### src/shared/irq_accept_pkg.sv
// constants for the dual-mode interrupt acceptance block
package irq_accept_pkg;
	localparam int          N_SRC        = 8;
	localparam int          PRIO_W       = 3;
	// sources 4..7 are on-chip, 0..3 are pins
	localparam logic [7:0]  SRC_INTERNAL = 8'hF0;
	// register byte offsets
	localparam logic [7:0]  OFF_CTRL     = 8'h00;
	localparam logic [7:0]  OFF_ENABLE   = 8'h04;
	localparam logic [7:0]  OFF_PRIO     = 8'h08;
	localparam logic [7:0]  OFF_PEND     = 8'h0C;
	localparam logic [7:0]  OFF_CCR      = 8'h10;
	localparam logic [7:0]  OFF_EXR      = 8'h14;
	localparam logic [7:0]  OFF_FETCH    = 8'h18;
	localparam logic [7:0]  OFF_STATUS   = 8'h1C;
	// field positions
	localparam int          CTRL_LO_BIT  = 0;
	localparam int          CTRL_HI_BIT  = 1;
	localparam int          CCR_MASK_BIT = 7;
	localparam int          EXR_T_BIT    = 7;
	localparam int          PEND_NMI_BIT = 8;
	localparam int          FETCH_M_LSB  = 4;
	localparam int          ST_BUSY_BIT  = 8;
	localparam int          ST_NMI_BIT   = 9;
	localparam int          ST_IDX_LSB   = 12;
	localparam int          ST_VEC_LSB   = 16;
	// reset values
	localparam logic        CCR_MASK_RST = 1'b1;
	localparam logic [2:0]  LEVEL_RST    = 3'h7;
	localparam logic [2:0]  LEVEL_NMI    = 3'h7;
	// timing in states (one state is one hclk)
	localparam logic [4:0]  PRIO_EXT     = 5'h03;
	localparam logic [4:0]  PRIO_INT     = 5'h02;
	localparam logic [1:0]  PUSH_LAST_M0 = 2'h1;
	localparam logic [1:0]  PUSH_LAST_M2 = 2'h2;
	// fetch cost selector
	localparam logic [2:0]  BUS_INT      = 3'h0;
	localparam logic [2:0]  BUS_8_2S     = 3'h1;
	localparam logic [2:0]  BUS_8_3S     = 3'h2;
	localparam logic [2:0]  BUS_16_2S    = 3'h3;
	localparam logic [2:0]  BUS_16_3S    = 3'h4;
	localparam logic [4:0]  COST_INT     = 5'h01;
	localparam logic [4:0]  COST_8_2S    = 5'h04;
	localparam logic [4:0]  COST_8_3S    = 5'h06;
	localparam logic [4:0]  COST_16_2S   = 5'h02;
	localparam logic [4:0]  COST_16_3S   = 5'h03;
	// vectors
	localparam logic [7:0]  VEC_NMI      = 8'h07;
	localparam logic [7:0]  VEC_SRC_BASE = 8'h10;
	localparam logic [15:0] VEC_TBL_BASE = 16'h0000;
	localparam int          VEC_SHIFT    = 2;
endpackage

### src/core/irq_accept_ctrl.sv
// interrupt acceptance and exception entry sequencer with ahb-lite registers
//
// Chosen here: the AHB-Lite register port and the register addresses.
`timescale 1ns/100ps
`default_nettype none
module irq_accept_ctrl (
	// clock and reset
	input  wire logic        hclk,
	input  wire logic        hresetn,
	// ahb-lite slave
	input  wire logic        hsel,
	input  wire logic [31:0] haddr,
	input  wire logic [1:0]  htrans,
	input  wire logic        hwrite,
	input  wire logic [2:0]  hsize,
	input  wire logic [31:0] hwdata,
	input  wire logic        hready,
	output logic             hreadyout,
	output logic             hresp,
	output logic [31:0]      hrdata,
	// request sources
	input  wire logic [7:0]  src_event,
	input  wire logic [7:0]  src_clear,
	input  wire logic        nmi_event,
	input  wire logic        hw_standby,
	// cpu core
	input  wire logic        insn_end,
	input  wire logic [31:0] resume_pc,
	input  wire logic [31:0] vec_data,
	output logic             stack_wr,
	output logic [1:0]       stack_sel,
	output logic [31:0]      stack_data,
	output logic             vec_rd,
	output logic [15:0]      vec_addr,
	output logic             handler_go,
	output logic [31:0]      handler_pc,
	output logic             entry_busy
);

	typedef enum {
		ST_IDLE, ST_PRIO, ST_WAIT, ST_PREF_A, ST_INT_A,
		ST_STACK, ST_VEC, ST_INT_B, ST_PREF_B
	} state_e;

	////////////////////////////////////////////////////////////////////////
	// registers

	state_e      st_q;
	logic [4:0]  cnt_q;
	logic [1:0]  push_q;
	logic        hi_q;
	logic        lo_q;
	logic [7:0]  en_q;
	logic [23:0] prio_q;
	logic [7:0]  pend_q;
	logic        nmi_pend_q;
	logic        mask_q;
	logic        trace_q;
	logic [2:0]  level_q;
	logic [2:0]  bus_q;
	logic [2:0]  wait_m_q;
	logic        acc_nmi_q;
	logic [2:0]  acc_idx_q;
	logic [2:0]  acc_prio_q;
	logic        acc_m2_q;
	logic [31:0] ret_pc_q;
	logic        wr_q;
	logic [7:0]  waddr_q;
	logic [31:0] hrdata_q;
	logic        stack_wr_q;
	logic [1:0]  stack_sel_q;
	logic [31:0] stack_data_q;
	logic        vec_rd_q;
	logic [15:0] vec_addr_q;
	logic        go_q;
	logic [31:0] handler_pc_q;

	////////////////////////////////////////////////////////////////////////
	// bus decode

	wire        ap_ok  = hsel & hready & htrans[1];
	wire        ap_wr  = ap_ok & hwrite;
	wire        ap_rd  = ap_ok & ~hwrite;
	wire [7:0]  ra     = haddr[7:0];
	wire        w_ctrl = wr_q & (waddr_q == irq_accept_pkg::OFF_CTRL);
	wire        w_en   = wr_q & (waddr_q == irq_accept_pkg::OFF_ENABLE);
	wire        w_prio = wr_q & (waddr_q == irq_accept_pkg::OFF_PRIO);
	wire        w_pend = wr_q & (waddr_q == irq_accept_pkg::OFF_PEND);
	wire        w_ccr  = wr_q & (waddr_q == irq_accept_pkg::OFF_CCR);
	wire        w_exr  = wr_q & (waddr_q == irq_accept_pkg::OFF_EXR);
	wire        w_fet  = wr_q & (waddr_q == irq_accept_pkg::OFF_FETCH);
	wire [7:0]  sw_clr = w_pend ? hwdata[7:0] : 8'h00;

	wire        mode2  = hi_q & ~lo_q;
	wire [31:0] r_ctrl = {30'h0, hi_q, lo_q};
	wire [31:0] r_pend = {23'h0, nmi_pend_q, pend_q};
	wire [31:0] r_ccr  = {24'h0, mask_q, 7'h00};
	wire [31:0] r_exr  = {24'h0, trace_q, 4'h0, level_q};
	wire [31:0] r_fet  = {25'h0, wait_m_q, 1'b0, bus_q};
	wire [7:0]  vec_num = acc_nmi_q ? irq_accept_pkg::VEC_NMI :
		8'(irq_accept_pkg::VEC_SRC_BASE + acc_idx_q);
	wire [31:0] r_stat = {8'h00, vec_num, 1'b0, acc_idx_q, 2'h0,
		acc_nmi_q, entry_busy, 4'h0, 4'(st_q)};
	wire [31:0] rd_mux =
		(ra == irq_accept_pkg::OFF_CTRL)   ? r_ctrl :
		(ra == irq_accept_pkg::OFF_ENABLE) ? {24'h0, en_q} :
		(ra == irq_accept_pkg::OFF_PRIO)   ? {8'h00, prio_q} :
		(ra == irq_accept_pkg::OFF_PEND)   ? r_pend :
		(ra == irq_accept_pkg::OFF_CCR)    ? r_ccr :
		(ra == irq_accept_pkg::OFF_EXR)    ? r_exr :
		(ra == irq_accept_pkg::OFF_FETCH)  ? r_fet :
		(ra == irq_accept_pkg::OFF_STATUS) ? r_stat : 32'h0;

	////////////////////////////////////////////////////////////////////////
	// request arbitration

	wire [7:0] req = pend_q & en_q;
	logic [2:0] prio_of [irq_accept_pkg::N_SRC];
	for (genvar g = 0; g < irq_accept_pkg::N_SRC; g++) begin : g_prio
		assign prio_of[g] = prio_q[g*irq_accept_pkg::PRIO_W +: irq_accept_pkg::PRIO_W];
	end

	logic       best_any;
	logic [2:0] best_idx;
	logic [2:0] best_prio;
	always_comb begin
		best_any  = 1'b0;
		best_idx  = 3'h0;
		best_prio = 3'h0;
		// lower index wins ties by scanning downward
		for (int i = irq_accept_pkg::N_SRC - 1; i >= 0; i--) begin
			if (req[i] && (!mode2 || !best_any || prio_of[i] >= best_prio)) begin
				best_any  = 1'b1;
				best_idx  = 3'(i);
				best_prio = prio_of[i];
			end
		end
	end

	wire nmi_ok   = nmi_pend_q & ~hw_standby;
	wire irq_ok   = best_any & (mode2 ? (best_prio > level_q) : ~mask_q);
	wire cand     = nmi_ok | irq_ok;
	wire cand_int = ~nmi_ok & irq_accept_pkg::SRC_INTERNAL[best_idx];

	////////////////////////////////////////////////////////////////////////
	// timing helpers

	// one fetch or stack slot in states
	wire [4:0] fcost =
		(bus_q == irq_accept_pkg::BUS_8_2S)  ? irq_accept_pkg::COST_8_2S :
		(bus_q == irq_accept_pkg::BUS_8_3S)  ? 5'(irq_accept_pkg::COST_8_3S + {wait_m_q, 1'b0}) :
		(bus_q == irq_accept_pkg::BUS_16_2S) ? irq_accept_pkg::COST_16_2S :
		(bus_q == irq_accept_pkg::BUS_16_3S) ? 5'(irq_accept_pkg::COST_16_3S + wait_m_q) :
		irq_accept_pkg::COST_INT;
	wire [4:0] fload     = 5'(fcost - 5'h01);
	wire [4:0] pload     = cand_int ? 5'(irq_accept_pkg::PRIO_INT - 5'h01) :
		5'(irq_accept_pkg::PRIO_EXT - 5'h01);
	wire [1:0] push_last = acc_m2_q ? irq_accept_pkg::PUSH_LAST_M2 :
		irq_accept_pkg::PUSH_LAST_M0;
	wire       cnt_zero  = (cnt_q == 5'h00);
	wire       stack_end = (st_q == ST_STACK) & cnt_zero & (push_q == push_last);
	wire       accept    = (st_q == ST_PRIO) & cnt_zero & cand;
	wire [15:0] vec_calc = 16'(irq_accept_pkg::VEC_TBL_BASE +
		({8'h00, vec_num} << irq_accept_pkg::VEC_SHIFT));
	wire [1:0]  next_push = 2'(push_q + 2'h1);
	wire [31:0] push_val  = (next_push == 2'h1) ? r_ccr : r_exr;

	////////////////////////////////////////////////////////////////////////
	// bus slave

	always_ff @(posedge hclk or negedge hresetn) begin
		if (!hresetn) begin
			wr_q     <= 1'b0;
			waddr_q  <= 8'h00;
			hrdata_q <= 32'h0;
		end else begin
			wr_q    <= ap_wr;
			waddr_q <= ra;
			if (ap_rd) begin
				hrdata_q <= rd_mux;
			end
		end
	end

	always_ff @(posedge hclk or negedge hresetn) begin
		if (!hresetn) begin
			hi_q     <= 1'b0;
			lo_q     <= 1'b0;
			en_q     <= 8'h00;
			prio_q   <= 24'h0;
			bus_q    <= irq_accept_pkg::BUS_INT;
			wait_m_q <= 3'h0;
		end else begin
			if (w_ctrl) begin
				hi_q <= hwdata[irq_accept_pkg::CTRL_HI_BIT];
				lo_q <= hwdata[irq_accept_pkg::CTRL_LO_BIT];
			end
			if (w_en) begin
				en_q <= hwdata[7:0];
			end
			if (w_prio) begin
				prio_q <= hwdata[23:0];
			end
			if (w_fet) begin
				bus_q    <= hwdata[2:0];
				wait_m_q <= hwdata[irq_accept_pkg::FETCH_M_LSB +: 3];
			end
		end
	end

	////////////////////////////////////////////////////////////////////////
	// pending flags, set wins over clear

	always_ff @(posedge hclk or negedge hresetn) begin
		if (!hresetn) begin
			pend_q     <= 8'h00;
			nmi_pend_q <= 1'b0;
		end else begin
			pend_q     <= (pend_q & ~(sw_clr | src_clear)) | (src_event & en_q);
			nmi_pend_q <= (nmi_pend_q & ~(accept & nmi_ok)) | nmi_event;
		end
	end

	////////////////////////////////////////////////////////////////////////
	// mask state, entry update wins over software

	always_ff @(posedge hclk or negedge hresetn) begin
		if (!hresetn) begin
			mask_q  <= irq_accept_pkg::CCR_MASK_RST;
			trace_q <= 1'b0;
			level_q <= irq_accept_pkg::LEVEL_RST;
		end else if (stack_end) begin
			if (acc_m2_q) begin
				trace_q <= 1'b0;
				level_q <= acc_nmi_q ? irq_accept_pkg::LEVEL_NMI : acc_prio_q;
			end else begin
				mask_q <= 1'b1;
			end
		end else begin
			if (w_ccr) begin
				mask_q <= hwdata[irq_accept_pkg::CCR_MASK_BIT];
			end
			if (w_exr) begin
				trace_q <= hwdata[irq_accept_pkg::EXR_T_BIT];
				level_q <= hwdata[2:0];
			end
		end
	end

	////////////////////////////////////////////////////////////////////////
	// exception entry sequencer

	always_ff @(posedge hclk or negedge hresetn) begin
		if (!hresetn) begin
			st_q         <= ST_IDLE;
			cnt_q        <= 5'h00;
			push_q       <= 2'h0;
			acc_nmi_q    <= 1'b0;
			acc_idx_q    <= 3'h0;
			acc_prio_q   <= 3'h0;
			acc_m2_q     <= 1'b0;
			ret_pc_q     <= 32'h0;
			stack_wr_q   <= 1'b0;
			stack_sel_q  <= 2'h0;
			stack_data_q <= 32'h0;
			vec_rd_q     <= 1'b0;
			vec_addr_q   <= 16'h0000;
			go_q         <= 1'b0;
			handler_pc_q <= 32'h0;
		end else begin
			stack_wr_q <= 1'b0;
			vec_rd_q   <= 1'b0;
			go_q       <= 1'b0;
			if (!cnt_zero) begin
				cnt_q <= 5'(cnt_q - 5'h01);
			end
			case (st_q)
				ST_IDLE: begin
					if (cand) begin
						st_q  <= ST_PRIO;
						cnt_q <= pload;
					end
				end
				ST_PRIO: begin
					if (cnt_zero) begin
						// decision is made on the masks at the end of the window
						if (cand) begin
							acc_nmi_q  <= nmi_ok;
							acc_idx_q  <= best_idx;
							acc_prio_q <= best_prio;
							acc_m2_q   <= mode2;
							st_q       <= ST_WAIT;
						end else begin
							st_q <= ST_IDLE;
						end
					end
				end
				ST_WAIT: begin
					if (insn_end) begin
						ret_pc_q <= resume_pc;
						st_q     <= ST_PREF_A;
						cnt_q    <= fload;
					end
				end
				ST_PREF_A: begin
					if (cnt_zero) begin
						st_q <= ST_INT_A;
					end
				end
				ST_INT_A: begin
					st_q         <= ST_STACK;
					cnt_q        <= fload;
					push_q       <= 2'h0;
					stack_wr_q   <= 1'b1;
					stack_sel_q  <= 2'h0;
					stack_data_q <= ret_pc_q;
				end
				ST_STACK: begin
					if (cnt_zero) begin
						cnt_q <= fload;
						if (push_q == push_last) begin
							st_q       <= ST_VEC;
							vec_rd_q   <= 1'b1;
							vec_addr_q <= vec_calc;
						end else begin
							push_q       <= next_push;
							stack_wr_q   <= 1'b1;
							stack_sel_q  <= next_push;
							stack_data_q <= push_val;
						end
					end
				end
				ST_VEC: begin
					if (cnt_zero) begin
						handler_pc_q <= vec_data;
						st_q         <= ST_INT_B;
					end
				end
				ST_INT_B: begin
					st_q  <= ST_PREF_B;
					cnt_q <= fload;
				end
				ST_PREF_B: begin
					if (cnt_zero) begin
						go_q <= 1'b1;
						st_q <= ST_IDLE;
					end
				end
				default: begin
					st_q <= ST_IDLE;
				end
			endcase
		end
	end

	////////////////////////////////////////////////////////////////////////
	// outputs

	assign hreadyout  = 1'b1;
	assign hresp      = 1'b0;
	assign hrdata     = hrdata_q;
	assign stack_wr   = stack_wr_q;
	assign stack_sel  = stack_sel_q;
	assign stack_data = stack_data_q;
	assign vec_rd     = vec_rd_q;
	assign vec_addr   = vec_addr_q;
	assign handler_go = go_q;
	assign handler_pc = handler_pc_q;
	assign entry_busy = (st_q != ST_IDLE);

endmodule
`default_nettype wire

### config.mk
export PLATFORM = sky130hd
export DESIGN_NAME = irq_accept_ctrl
export DESIGN_NICKNAME = d
export VERILOG_FILES = /design/src/shared/irq_accept_pkg.sv /design/src/core/irq_accept_ctrl.sv
export SDC_FILE = /design/constraint.sdc
export NUM_CORES = 1
export LEC_CHECK = 0
export ABC_AREA = 1
export BUFFER_PORTS_ARGS = -buffer_cell sky130_fd_sc_hd__buf_4
export CORE_MARGIN = 4
export CORE_UTILIZATION = 45
export DETAILED_ROUTE_END_ITERATION = 10
export PLACE_DENSITY_LB_ADDON = 0.15
export SLEW_MARGIN = 0
export SYNTH_ARGS = -nofsm -noshare
export SYNTH_HDL_FRONTEND = slang
export SYNTH_SLANG_ARGS = --single-unit
### constraint.sdc
create_clock -name hclk -period 11 [get_ports hclk]
set_clock_uncertainty 0.05 [all_clocks]
set_input_delay 0.55 -clock hclk [delete_from_list [all_inputs] [get_ports hclk]]
set_output_delay 0.55 -clock hclk [all_outputs]
set_load 0.05 [all_outputs]
=== Word level (Yosys, flattened, before mapping) ===
Memories as Yosys holds them, arrays and structs flattened.
Cells that the tools add are included.

* ROM bits: 8
* Memories: 1
* Bits in registers: 249
* Word-level logic and storage cells: 247
* Input bits: 157

{| class="wikitable"
|+ Memories
! memory !! depth !! width !! rd ports !! clocked after Yosys merged registers in !! write ports !! line !! text
|-
| (name not given) || 8 || 1 || 1 || 0 || 0 || irq_accept_ctrl.sv:143 || <nowiki>wire cand_int = ~nmi_ok & irq_accept_pkg::SRC_INTERNAL[best_idx];</nowiki>
|}

* Add/subtract/negate cells: 6
* Equal/unequal tests: 40
* Muxes and demuxes: 82
* $lt $le $gt $ge: 9
* Bitwise gates (word level): 35
* Reduce and logical (&&, ||, !) cells: 46

{| class="wikitable"
|+ Operator list
! operator !! count
|-
| $mux 32 || 10
|-
| $pmux 32 s9 || 1
|-
| $eq 32x3->1 const B || 4
|-
| $mux 22 || 5
|-
| $eq 32x2->1 const B || 3
|-
| $mux 24 || 3
|-
| $eq 32x4->1 const B || 2
|-
| $pmux 32 s2 || 1
|-
| $mux 3 || 20
|-
| $eq 8x5->1 const B || 7
|-
| $eq 32x1->1 const B || 1
|-
| $eq 8x4->1 const B || 4
|-
| $logic_not 32->1 || 1
|-
| $reduce_bool 32->1 || 1
|-
| $mux 5 || 6
|-
| $and 8x8->8 || 3
|-
| $mux 1 || 23
|-
| $ne 2x2->1 const B || 11
|-
| $and 1x1->1 || 21
|-
| $ge 3x3->1 || 7
|-
| $pmux 5 s4 || 1
|-
| $eq 8x3->1 const B || 2
|-
| $logic_not 8->1 || 2
|-
| $mux 8 || 2
|-
| 30 further kinds || 77
|}

=== Longest topological paths before layout ===
Gate-level depths: netlist (run 1).

* Word-level depth: 46
* Depth in mapped cells: 80
* Mapped depth without buffers: 79

=== Worst setup path before layout (run 1) ===
No wires, ideal clock.

* Kind: register -> register
* From: register en_q[7]
* To: register acc_idx_q[1]
* Stages on the path, launching flop included: 73
* Setup time: 0.118 ns
* Data arrival time: 8.508 ns
* Data required time: 10.832 ns
* Path buffers: 1
* Clock period less this slack: 8.676 ns
* Setup slack: 2.324 ns
* Cells stage by stage: dfrtp_1 > nand2_2 > nor2_1 > inv_1 > ha_1 > nand2_1 > nand2_1 > nor2_1 > nand3_2 > nand2_1 > nand2_1 > nand2_1 > inv_1 > ha_1 > nand2_1 > a21oi_1 > nor2_1 > nand2_1 > [37 not listed] > o21ai_0 > nand2_1 > a211oi_1 > nand2_2 > nand2_4 > a21oi_2 > ha_1 > nand2_1 > o21ai_0 > nand3_1 > o21ai_0 > nand2_1 > nand2_1 > nand2_2 > nor2_8 > inv_4 > nand2_1 > o21ai_2

* Word-level cells in the longest chain between the ends: 42
* Elaborated cells between the ends (all ways): 65
* Classes of those cells: order compare (8); mux (25); bitwise (3); reduce/logical (29)

{| class="wikitable"
|+ RTL lines
! what !! line !! text
|-
| start: declaration || irq_accept_ctrl.sv:53 || <nowiki>logic [7:0] en_q;</nowiki>
|-
| start signal: assignment || irq_accept_ctrl.sv:199 || <nowiki>en_q <= hwdata[7:0];</nowiki>
|-
| $and 8x8->8 * || irq_accept_ctrl.sv:117 || <nowiki>wire [7:0] req = pend_q & en_q;</nowiki>
|-
| parallel branches: the longest is 35 deep, another holds $ge 3x3->1 || - ||
|-
| $mux 3 * || irq_accept_ctrl.sv:132 || <nowiki>if (req[i] && (!mode2 || !best_any || prio_of[i] >= best_prio)) begin</nowiki>
|-
| net best_prio[2] || irq_accept_ctrl.sv:125 || <nowiki>logic [2:0] best_prio;</nowiki>
|-
| $gt 3x3->1 * || irq_accept_ctrl.sv:141 || <nowiki>wire irq_ok = best_any & (mode2 ? (best_prio > level_q) : ~mask_q);</nowiki>
|-
| $mux 1 * || irq_accept_ctrl.sv:141 ||
|-
| $and 1x1->1 * || irq_accept_ctrl.sv:141 ||
|-
| $or 1x1->1 * || irq_accept_ctrl.sv:142 || <nowiki>wire cand = nmi_ok | irq_ok;</nowiki>
|-
| $reduce_and 3->1 (no source line) * || - ||
|-
| end signal: assignment || irq_accept_ctrl.sv:289 || <nowiki>acc_idx_q <= best_idx;</nowiki>
|-
| end: declaration || irq_accept_ctrl.sv:63 || <nowiki>logic [2:0] acc_idx_q;</nowiki>
|}

Mark *: on every way through the listed nets, which the timed path passes.
A chain may end at the register's enable or synchronous reset.

=== Worst setup path after layout (run 1) ===
* From: register en_q[7]
* To: register st_q[1]

* Word-level cells in the longest chain between the ends: 44
* Elaborated cells between the ends (all ways): 61
* Classes of those cells: order compare (8); eq/ne (1); mux (20); bitwise (3); reduce/logical (29)

{| class="wikitable"
|+ RTL lines
! what !! line !! text
|-
| $and 8x8->8 * || irq_accept_ctrl.sv:117 ||
|-
| parallel branches: the longest is 35 deep, another holds $ge 3x3->1 || - ||
|-
| $mux 3 * || irq_accept_ctrl.sv:132 ||
|-
| net best_prio[2] || irq_accept_ctrl.sv:125 ||
|-
| $gt 3x3->1 * || irq_accept_ctrl.sv:141 ||
|-
| $mux 1 * || irq_accept_ctrl.sv:141 ||
|-
| $and 1x1->1 * || irq_accept_ctrl.sv:141 ||
|-
| $or 1x1->1 * || irq_accept_ctrl.sv:142 ||
|-
| $mux 2 || irq_accept_ctrl.sv:287 || <nowiki>if (cand) begin</nowiki>
|-
| $mux 32 || irq_accept_ctrl.sv:285 || <nowiki>if (cnt_zero) begin</nowiki>
|-
| $pmux 32 s9 || irq_accept_ctrl.sv:277 || <nowiki>case (st_q)</nowiki>
|-
| end signal: assignment || irq_accept_ctrl.sv:280 || <nowiki>st_q <= ST_PRIO;</nowiki>
|-
| end signal: assignment || irq_accept_ctrl.sv:292 || <nowiki>st_q <= ST_WAIT;</nowiki>
|-
| end signal: assignment || irq_accept_ctrl.sv:294 || <nowiki>st_q <= ST_IDLE;</nowiki>
|-
| end: declaration || irq_accept_ctrl.sv:48 || <nowiki>state_e st_q;</nowiki>
|}

Mark *: on every way through the listed nets, which the timed path passes. The select of a mux whose other input is x is not followed.

==> results.toml, run 1 <==
[sta]
grt_setup_unrepaired = "false"
hold_viol = 0
min_period_ps = 9800
max_freq_mhz = 102
slew_headroom = 0.306
fin_crit_sh = 0.891
worstMarginPinSlew_ps = 1040
drv_slew = 0
fin_tns_setup_ps = 0
whs_ps = 40.2
setup_violations = 0

[worst_setup_path]
cp_common_cell = "nand2_1"
crit_required_ps = 11340
slowest_delay_ps = 400
cp_slowest_cell = "dfrtp_1"
path_class = "reg2reg"
critPathLaunchType = "flip-flop"
critPathMaxFanout = 11
critPathCaptureType = "flip-flop"
crit_arrival_ps = 10140

[route]
postRouteAntennaNets = 0
wirelength_um = 25900
via_per_inst = 5.04
drt_iter0_drc = 513
wl_per_cell_um = 15.6
vias = 8387
first_pass_iters = 7
remaining_drc_errors = 0

[clocking]
clockBufferDepth = 3
htreeDepth = 1
post_cts_buffers = 0
insertion_delay_ps = 520
cts.sinks = 209
root_buffer = "clkbuf_16"
cts_tree = "built"
path_clk_slew_ps = 60
hold_buffers = 0
cts_buffers = 24

[placement]
routabilityCongestion = 0.904
dpl.hpwl_um = 19200
numPortBuffers = 218

[synth]
synth_cell_type_count = 51
avgSynthCellArea_um2 = 8.80
ys_warn_count = 0
async_reset_ff_frac = 1.00
synthCells = 1147
synth_seq_cells = 209
synth_ff_type = "dfrtp_1"
synth_edf_count = 0
ys_seq_area_frac = 0.519
synth_area_um2 = 10100

[cells_and_area]
final_nets = 1546
area_growth_syn_to_layout_pct = 26.2
fillers = 2015
drive_above_1_share = 0.247

[grt]
grt_overflow = 0
grt_pass1_wl_um = 40600
antenna_found_initial = 0
grt_max_degree = 95
grt_pass1_vias = 8057
gr-usage-all-layers = 0.202

[pwr]
pwr-share-seq = 0.352
pwr-share-comb = 0.383
leakagePower_nw = 6.71
power_switching_mw = 1.22
clockPowerShare = 0.264
sw_frac_of_total = 0.400
p_per_area_nw_per_um2 = 240
ir_drop_mv = 0.168
internal_power_mw = 1.84

[floorplan]
start_util = 0.460
dieWidth_um = 158
rows = 54
io_pins = 277
dieArea_um2 = 24900
die_y_um = 158
core_area_um2 = 22000

[hold_path]
holdCritPathClass = "in2async"

[status]
status = "complete, no violations"

[flow_run]
cap_violations = 0
## cell type report
type / count / area [µm²] / share of cell area
Sequential cell: 209 / 5240 / 0.411
Antenna cell: 1 / 2.50 / 0.000196
Multi-Input combinational cell: 754 / 4090 / 0.321
Clock buffer: 37 / 679 / 0.0533
Inverter: 152 / 576 / 0.0452
Timing Repair Buffer: 224 / 1690 / 0.133
Tap cell: 280 / 350 / 0.0275
Clock inverter: 6 / 119 / 0.00933
## Yosys cell counts, types with 2 or more instances
| master | count | area [µm²] |
|---|---|---|
| clkbuf_1 | 26 | 97.6 |
| buf_4 | 22 | 165 |
| xnor2_1 | 3 | 26.3 |
| nand2_4 | 4 | 45.0 |
| dfrtp_1 | 205 | 5130 |
| inv_2 | 4 | 15.0 |
| nand3b_1 | 2 | 15.0 |
| a211oi_1 | 5 | 37.5 |
| ha_1 | 24 | 300 |
| o21ai_2 | 3 | 26.3 |
| or2_2 | 2 | 12.5 |
| a41oi_1 | 2 | 17.5 |
| nand4_1 | 2 | 12.5 |
| o31ai_1 | 13 | 97.6 |
| o21ai_1 | 3 | 15.0 |
| nand2_2 | 11 | 68.8 |
| mux2_2 | 40 | 450 |
| nand3_2 | 4 | 40.0 |
| inv_1 | 145 | 544 |
| nor2_1 | 100 | 375 |
| a21boi_0 | 2 | 15.0 |
| conb_1 | 2 | 7.51 |
| a31oi_1 | 5 | 31.3 |
| o21ai_0 | 119 | 596 |
| o22ai_1 | 8 | 50.1 |
| nor4_1 | 3 | 18.8 |
| a21oi_1 | 56 | 280 |
| dfstp_2 | 4 | 105 |
| and2_1 | 3 | 18.8 |
| inv_4 | 2 | 12.5 |
| a221oi_1 | 7 | 61.3 |
| a21oi_2 | 3 | 26.3 |
| xor2_1 | 3 | 26.3 |
| nor3_1 | 15 | 75.1 |
| o211ai_1 | 4 | 30.0 |
| nand2_1 | 225 | 845 |
| nand3_1 | 45 | 225 |
| buf_1 | 3 | 11.3 |
| o221ai_1 | 6 | 52.6 |
## timing repair
action | 4_1_cts | 5_1_grt
endpoints found under the setup margin | 0 | 12
endpoints found under the hold margin | 0 | 0
resized for setup | 0 | 3
## flip-flops by register name, indices dropped and copies added (netlist names), 3 cells and up
signal / count
handler_pc: 32
ret_pc_q: 32
stack_data: 32
hrdata: 24
prio_q: 24
en_q: 8
pend_q: 8
waddr_q: 8
cnt_q: 5
st_q: 4
vec_addr: 4
acc_idx_q: 3
acc_prio_q: 3
bus_q: 3
level_q: 3
wait_m_q: 3
## cell usage in the layout, fill, tap and decap left out, drive strengths merged, types with 4 or more instances in the layout
cell type and n:
a21oi 59, mux2 40, o211ai 4, a211oi 5, nand2 240, clkbuf 38
o31ai 13, a31oi 5, buf 223, dfstp 4, o22ai 8, o21ai 125
o221ai 6, nor3 15, inv 151, dfrtp 205, nor2 103, a221oi 7
ha 24, nand3 50, conb 22
## kinds of logic (layout without fill, tap and decap cells)
logic type	Yosys count	after routing	share of synthesized area
buffers and inverters	204	419	0.0853
DFF	209	209	0.519
xor gates and xnor gates	6	6	0.00521
and+or+nand+nor	423	423	0.181
AOI/OAI and AO/OA	239	239	0.135
adders and majority gates	24	24	0.0297
muxes	40	40	0.0446
other	2	23	0.000744
## layer usage
metal	part of all wire	wire, µm	track usage	up-vias
met2	0.45	11700	0.314	246
met1	0.45	11600	0.289	3920
met3	0.072	1860	0.0361	53
li1	-	-	-	4168
met4	0.028	718	0.0672	0
met5	0	0	0	-
## power groups by stage
stage	combinational [mW]	sequential, mW	clock, mW
2_1_floorplan	0.421	1.48	0
6_report	1.17	1.08	0.809
4_1_cts	1.19	1.08	0.828
3_3_place_gp	1.16	1.09	0
3_5_place_dp	1.18	1.09	0
5_1_grt	1.27	1.10	0.863
## critical path: cells and delay by family (launching register included)
family / cells / cell delay [ps]
AND/OR/NAND/NOR: 41 / 4000
adder cells (fa/ha/maj): 8 / 2280
AO/OA/AOI/OAI: 18 / 2690
buffers and inverters: 5 / 290
flip-flops: 1 / 400
## path summary, 6_finish.rpt
check / startpoint / slack [ps] / end / cells past startpoint
max in group asynchronous: hresetn / 9610 / stack_data[19] / 2
max reg2reg: en_q[7] / 1200 / st_q[1] / 72
min reg2reg: stack_data[12] / 430 / stack_data[12] / 2
min in group hclk: haddr[0] / 100 / waddr_q[0] / 1
max: en_q[7] / 1200 / st_q[1] / 72
min: hresetn / 40 / pend_q[6] / 1
## stage by stage
stage                     cells  cell area [µm²]  setup WS [ps]  power, mW  utilization
after global placement     1619            11900           1230       2.25        0.543
after global routing       1662            12700           30.8       3.24        0.580
final                      1663            12700           1200       3.06        0.580
after floorplan            1167            10200           2320       1.90            -
after detailed placement   1619            11900           1100       2.28        0.543
after CTS                  1662            12700           1080       3.09        0.580
Note: power is estimated with default switching activity, not from simulation.
==> run 2: changes to the inputs <==
- CORE_MARGIN: 4 -> unset
- PLACE_DENSITY: unset -> 0.7
- PLACE_DENSITY_LB_ADDON: 0.15 -> unset
==> run 2 against run 1 <==
Compared with the run above:
- worst setup slack got worse by 140 ps
- final area fell by 0.17%
- total power shrank 0.27%
- largest cell class unchanged
- first-iteration DRC count shrank 1.8%
- flip-flop and latch count unchanged
- fmax down 1.4%
- utilization rose by 0.082 points
- global-route usage up 1.7 points
- routed wire length fell by 1.6%
- die area shrank 7.5%
==> results.toml, run 2 (synthesized netlist as in run 1, its figures left out) <==
[status]
status = "complete, no violations"

[cells_and_area]
fin_area_um2 = 12700
final_nets = 1546
multi_input_comb_area_um2 = 4080
layout_common_cells = "nand2_1, buf_4, dfrtp_1, inv_1, o21ai_0"
fin_util = 0.581
layout_commonest_cell = "nand2_1"
area_growth_syn_to_layout_pct = 26.0
drive_above_1_share = 0.250
seq_area_um2 = 5240
fillers = 1953

[worst_setup_path]
cp_common_cell = "nand2_1"
cp.depth = 70
regToRegSetupSlack_ps = 1060
r2r_cells = 70
rr_endpoint = "st_q[1]"
critical_path.endpoint = "st_q[1]"
critPathMaxFanout = 11
crit_path_start = "en_q[7]"
crit_required_ps = 11330
path_class = "reg2reg"
cpLargestDelayFamily = "simple AND/OR/NAND/NOR gates"
critPathCaptureType = "flip-flop"
critPathLaunchType = "flip-flop"
r2r-start = "en_q[7]"
crit_arrival_ps = 10270
worst-path-buf-inv = 3
slowest_delay_ps = 410
cp_slowest_cell = "dfrtp_1"

[clocking]
cts_buffers = 24
insertion_delay_ps = 520
cts_tree = "built"
root_buffer = "clkbuf_16"
cts.sinks = 209
hold_buffers = 0
htreeDepth = 1
cts-resized-gates = 0
post_cts_buffers = 0
path_clk_slew_ps = 60
clockBufferDepth = 3

[flow_run]
cap_violations = 0

[pwr]
ir_drop_mv = 0.168
leakagePower_nw = 6.72
p_per_area_nw_per_um2 = 240
power_mw = 3.05

[route]
remaining_drc_errors = 0
drt_iter0_drc = 504
wl_per_cell_um = 15.3
postRouteAntennaNets = 0
wirelength_um = 25500
first_pass_iters = 6
via_per_inst = 5.11
vias = 8497

[sta]
fin_tns_setup_ps = 0
slew_headroom = 0.282
worstMarginPinSlew_ps = 1070
whs_ps = 16.8
max_freq_mhz = 101
fin_crit_sh = 0.904
hold_viol = 0
min_period_ps = 9940
drv_slew = 0
grt_setup_unrepaired = "false"
setup_violations = 0

[grt]
grt_overflow = 0
use_met2 = 0.351
antenna_found_initial = 1
gr-usage-all-layers = 0.220
met3_usage = 0.0260
grt_pass1_vias = 8017
grt.busiest_layer = "met2"
grt_max_degree = 81
use_met1 = 0.306
grt_pass1_wl_um = 39900

[floorplan]
die_y_um = 152
io_pins = 277
rows = 54
start_util = 0.461
dieWidth_um = 152
core_area_um2 = 21900
dieArea_um2 = 23000

[placement]
numPortBuffers = 218
dpl.hpwl_um = 18700
routabilityCongestion = 0.924
placed_area_um2 = 11900

[hold_path]
holdCritPathClass = "in2async"
[run 2: cell types whose count changed in the layout (fill, tap and decap cells not counted)]
cell	previous run	this run
clkinv_2	1	8
bufinv_16	3	2
clkinv_8	1	0
clkinvlp_4	1	0
clkbuf_16	24	25
o21ai_0	117	118
a211oi_2	1	0
o21ai_1	5	4
a211oi_1	4	5
clkbuf_1	10	4
[run 2: area by class of cell]
cell class	count	area share
multi-input cells	754	0.321
diodes	1	0.000197
repair buffers	224	0.133
flip-flops and latches	209	0.412
well taps	280	0.0276
clock inverters	10	0.00787
clock buffers	32	0.0536
inverters	152	0.0453
[run 2: worst min path at each step]
stage	from	end	depth (start not counted)
after detailed placement	stack_data[13]	stack_data[13]	2
after global placement	nmi_pend_q	nmi_pend_q	2
after CTS	hresetn	prio_q[7]	1
final	hresetn	hrdata[5]	1
after floorplan	hresetn	acc_idx_q[0]	0
after global routing	hresetn	hrdata[5]	1
[run 2: report_power, final]
group,switching (mW),internal (mW)
sequential,0.105,0.977
combinational,0.812,0.364
clock,0.313,0.479
[run 2: per-stage QoR]
step | setup WS (ps) | cells
detailed placement | 1140 | 1619
floorplan | 2320 | 1167
global placement | 1330 | 1619
global route | 9.70 | 1662
CTS | 1050 | 1661
finish | 1060 | 1662
[run 2: worst register-to-register path: cells and delay by family (launching register included)]
family / cells / cell delay [ps]
buf+inv: 3 / 150
compound gates: 18 / 2920
flops: 1 / 410
fa+ha+maj: 8 / 2260
simple gates: 41 / 4010
[run 2: layer usage]
metal / up-vias / part of all wire
met5: - / 0
met4: 0 / 0.029
met3: 47 / 0.058
met2: 258 / 0.47
met1: 4031 / 0.44
li1: 4161 / -
==> run 3: changes to the inputs <==
- CORE_UTILIZATION: 45 -> 53
- PLACE_DENSITY: 0.7 -> 0.91
==> run 3 against run 2 <==
Compared with the run above:
- worst hold slack got worse by 11 ps
- sequential power barely moved
- critical endpoint unchanged
- routed wire length rose by 0.90%
- largest power group unchanged
- utilization rose by 9.4 points
- highest routed layer unchanged
- total power fell by 0.35%
- sequential share of layout area rose by 0.28 points
==> results.toml, run 3 (synthesized netlist as in run 1, its figures left out) <==
[route]
via_per_inst = 5.39
wirelength_um = 25700
remaining_drc_errors = 0
top_layer_used = "met4"
vias = 8694
postRouteAntennaNets = 0
wl_per_cell_um = 15.9
dr_wl_met3_um = 1460
first_pass_iters = 5
met1Wirelength_um = 10700
drt_iter0_drc = 510
wl_met2_um = 12300

[worst_setup_path]
slowest_delay_ps = 410
cp_common_cell = "nand2_1"
critPathMaxFanout = 11
critPathLaunchType = "flip-flop"
critPathCaptureType = "flip-flop"
path_class = "reg2reg"
worst-path-buf-inv = 3
crit_arrival_ps = 10310
cpLargestDelayFamily = "simple AND/OR/NAND/NOR gates"
crit_required_ps = 11340
cp_slowest_cell = "dfrtp_1"

[placement]
dpl.hpwl_um = 18700
routabilityCongestion = 0.883
numPortBuffers = 218

[flow_run]
cap_violations = 0

[clocking]
cts-resized-gates = 0
insertion_delay_ps = 510
htreeDepth = 1
cts_buffers = 23
cts.sinks = 209
path_clk_slew_ps = 60
clockBufferDepth = 3
hold_buffers = 0
post_cts_buffers = 0
cts_tree = "built"
root_buffer = "clkbuf_16"

[sta]
worstMarginPinSlew_ps = 1120
fin_tns_setup_ps = 0
drv_slew = 0
grt_setup_unrepaired = "false"
min_period_ps = 9980
fin_crit_sh = 0.907
slew_headroom = 0.250
setup_violations = 0
max_freq_mhz = 100
hold_viol = 0

[pwr]
power_mw = 3.04
p_per_area_nw_per_um2 = 241
ir_drop_mv = 0.218
leakagePower_nw = 6.70

[grt]
grt_max_degree = 75
grt_pass1_vias = 8705
gr-usage-all-layers = 0.264
grt_overflow = 0
antenna_found_initial = 0
grt_pass1_wl_um = 41600

[status]
status = "complete, no violations"

[floorplan]
core_area_um2 = 18700
rows = 50
start_util = 0.540
dieWidth_um = 140
dieArea_um2 = 19600
die_y_um = 140
io_pins = 277

[cells_and_area]
area_growth_syn_to_layout_pct = 25.1
layout_commonest_cell = "nand2_1"
num_antenna_cells = 0
drive_above_1_share = 0.247
final_nets = 1544
layout_common_cells = "nand2_1, buf_4, dfrtp_1, inv_1, o21ai_0"

[hold_path]
holdCritPathClass = "in2async"
==> run 3: power breakdown <==
group	switching (mW)	leakage (nW)	internal [mW]	total (mW)
Combinational	0.815	3.83	0.364	1.18
Sequential	0.109	2.49	0.977	1.09
Clock	0.307	0.369	0.468	0.774
==> run 3: path summary, 6_finish.rpt <==
check | cells after the start | slack, ps | from | to
worst max-delay path | 69 | 1020 | en_q[7] | st_q[1]
worst min-delay path | 1 | 5 | hresetn | stack_data[29]
worst max register to register | 69 | 1020 | en_q[7] | st_q[1]
worst min register to register | 2 | 430 | acc_prio_q[1] | acc_prio_q[1]
max in group asynchronous | 2 | 9550 | hresetn | ret_pc_q[26]
min in group hclk | 1 | 100 | haddr[0] | waddr_q[0]
==> run 3: layout make-up <==
class	instances	area [µm²]
clock buffer	35	671
multi-input combinational	754	4080
tap	234	293
fill	1470	6080
timing repair buffer	223	1680
inverter	152	576
sequential	209	5240
clock inverter	7	93.8
==> run 3: metrics by stage <==
stage	hold WS [ps]	util	std cells	worst slack [ps]	instance area [µm²]
global placement	407	0.634	1572	1410	11900
detailed placement	420	0.634	1572	1220	11900
CTS	19.7	0.675	1614	1120	12600
finish	5.40	0.675	1614	1020	12600
global route	51.6	0.675	1614	2.83	12600
floorplan	204	-	1167	2320	10200
==> run 3: layer usage <==
metal / track usage / vias to the layer above
met3: 0.0403 / 91
met1: 0.334 / 4135
met2: 0.444 / 312
li1: - / 4156
met4: 0.130 / 0
met5: 0 / -
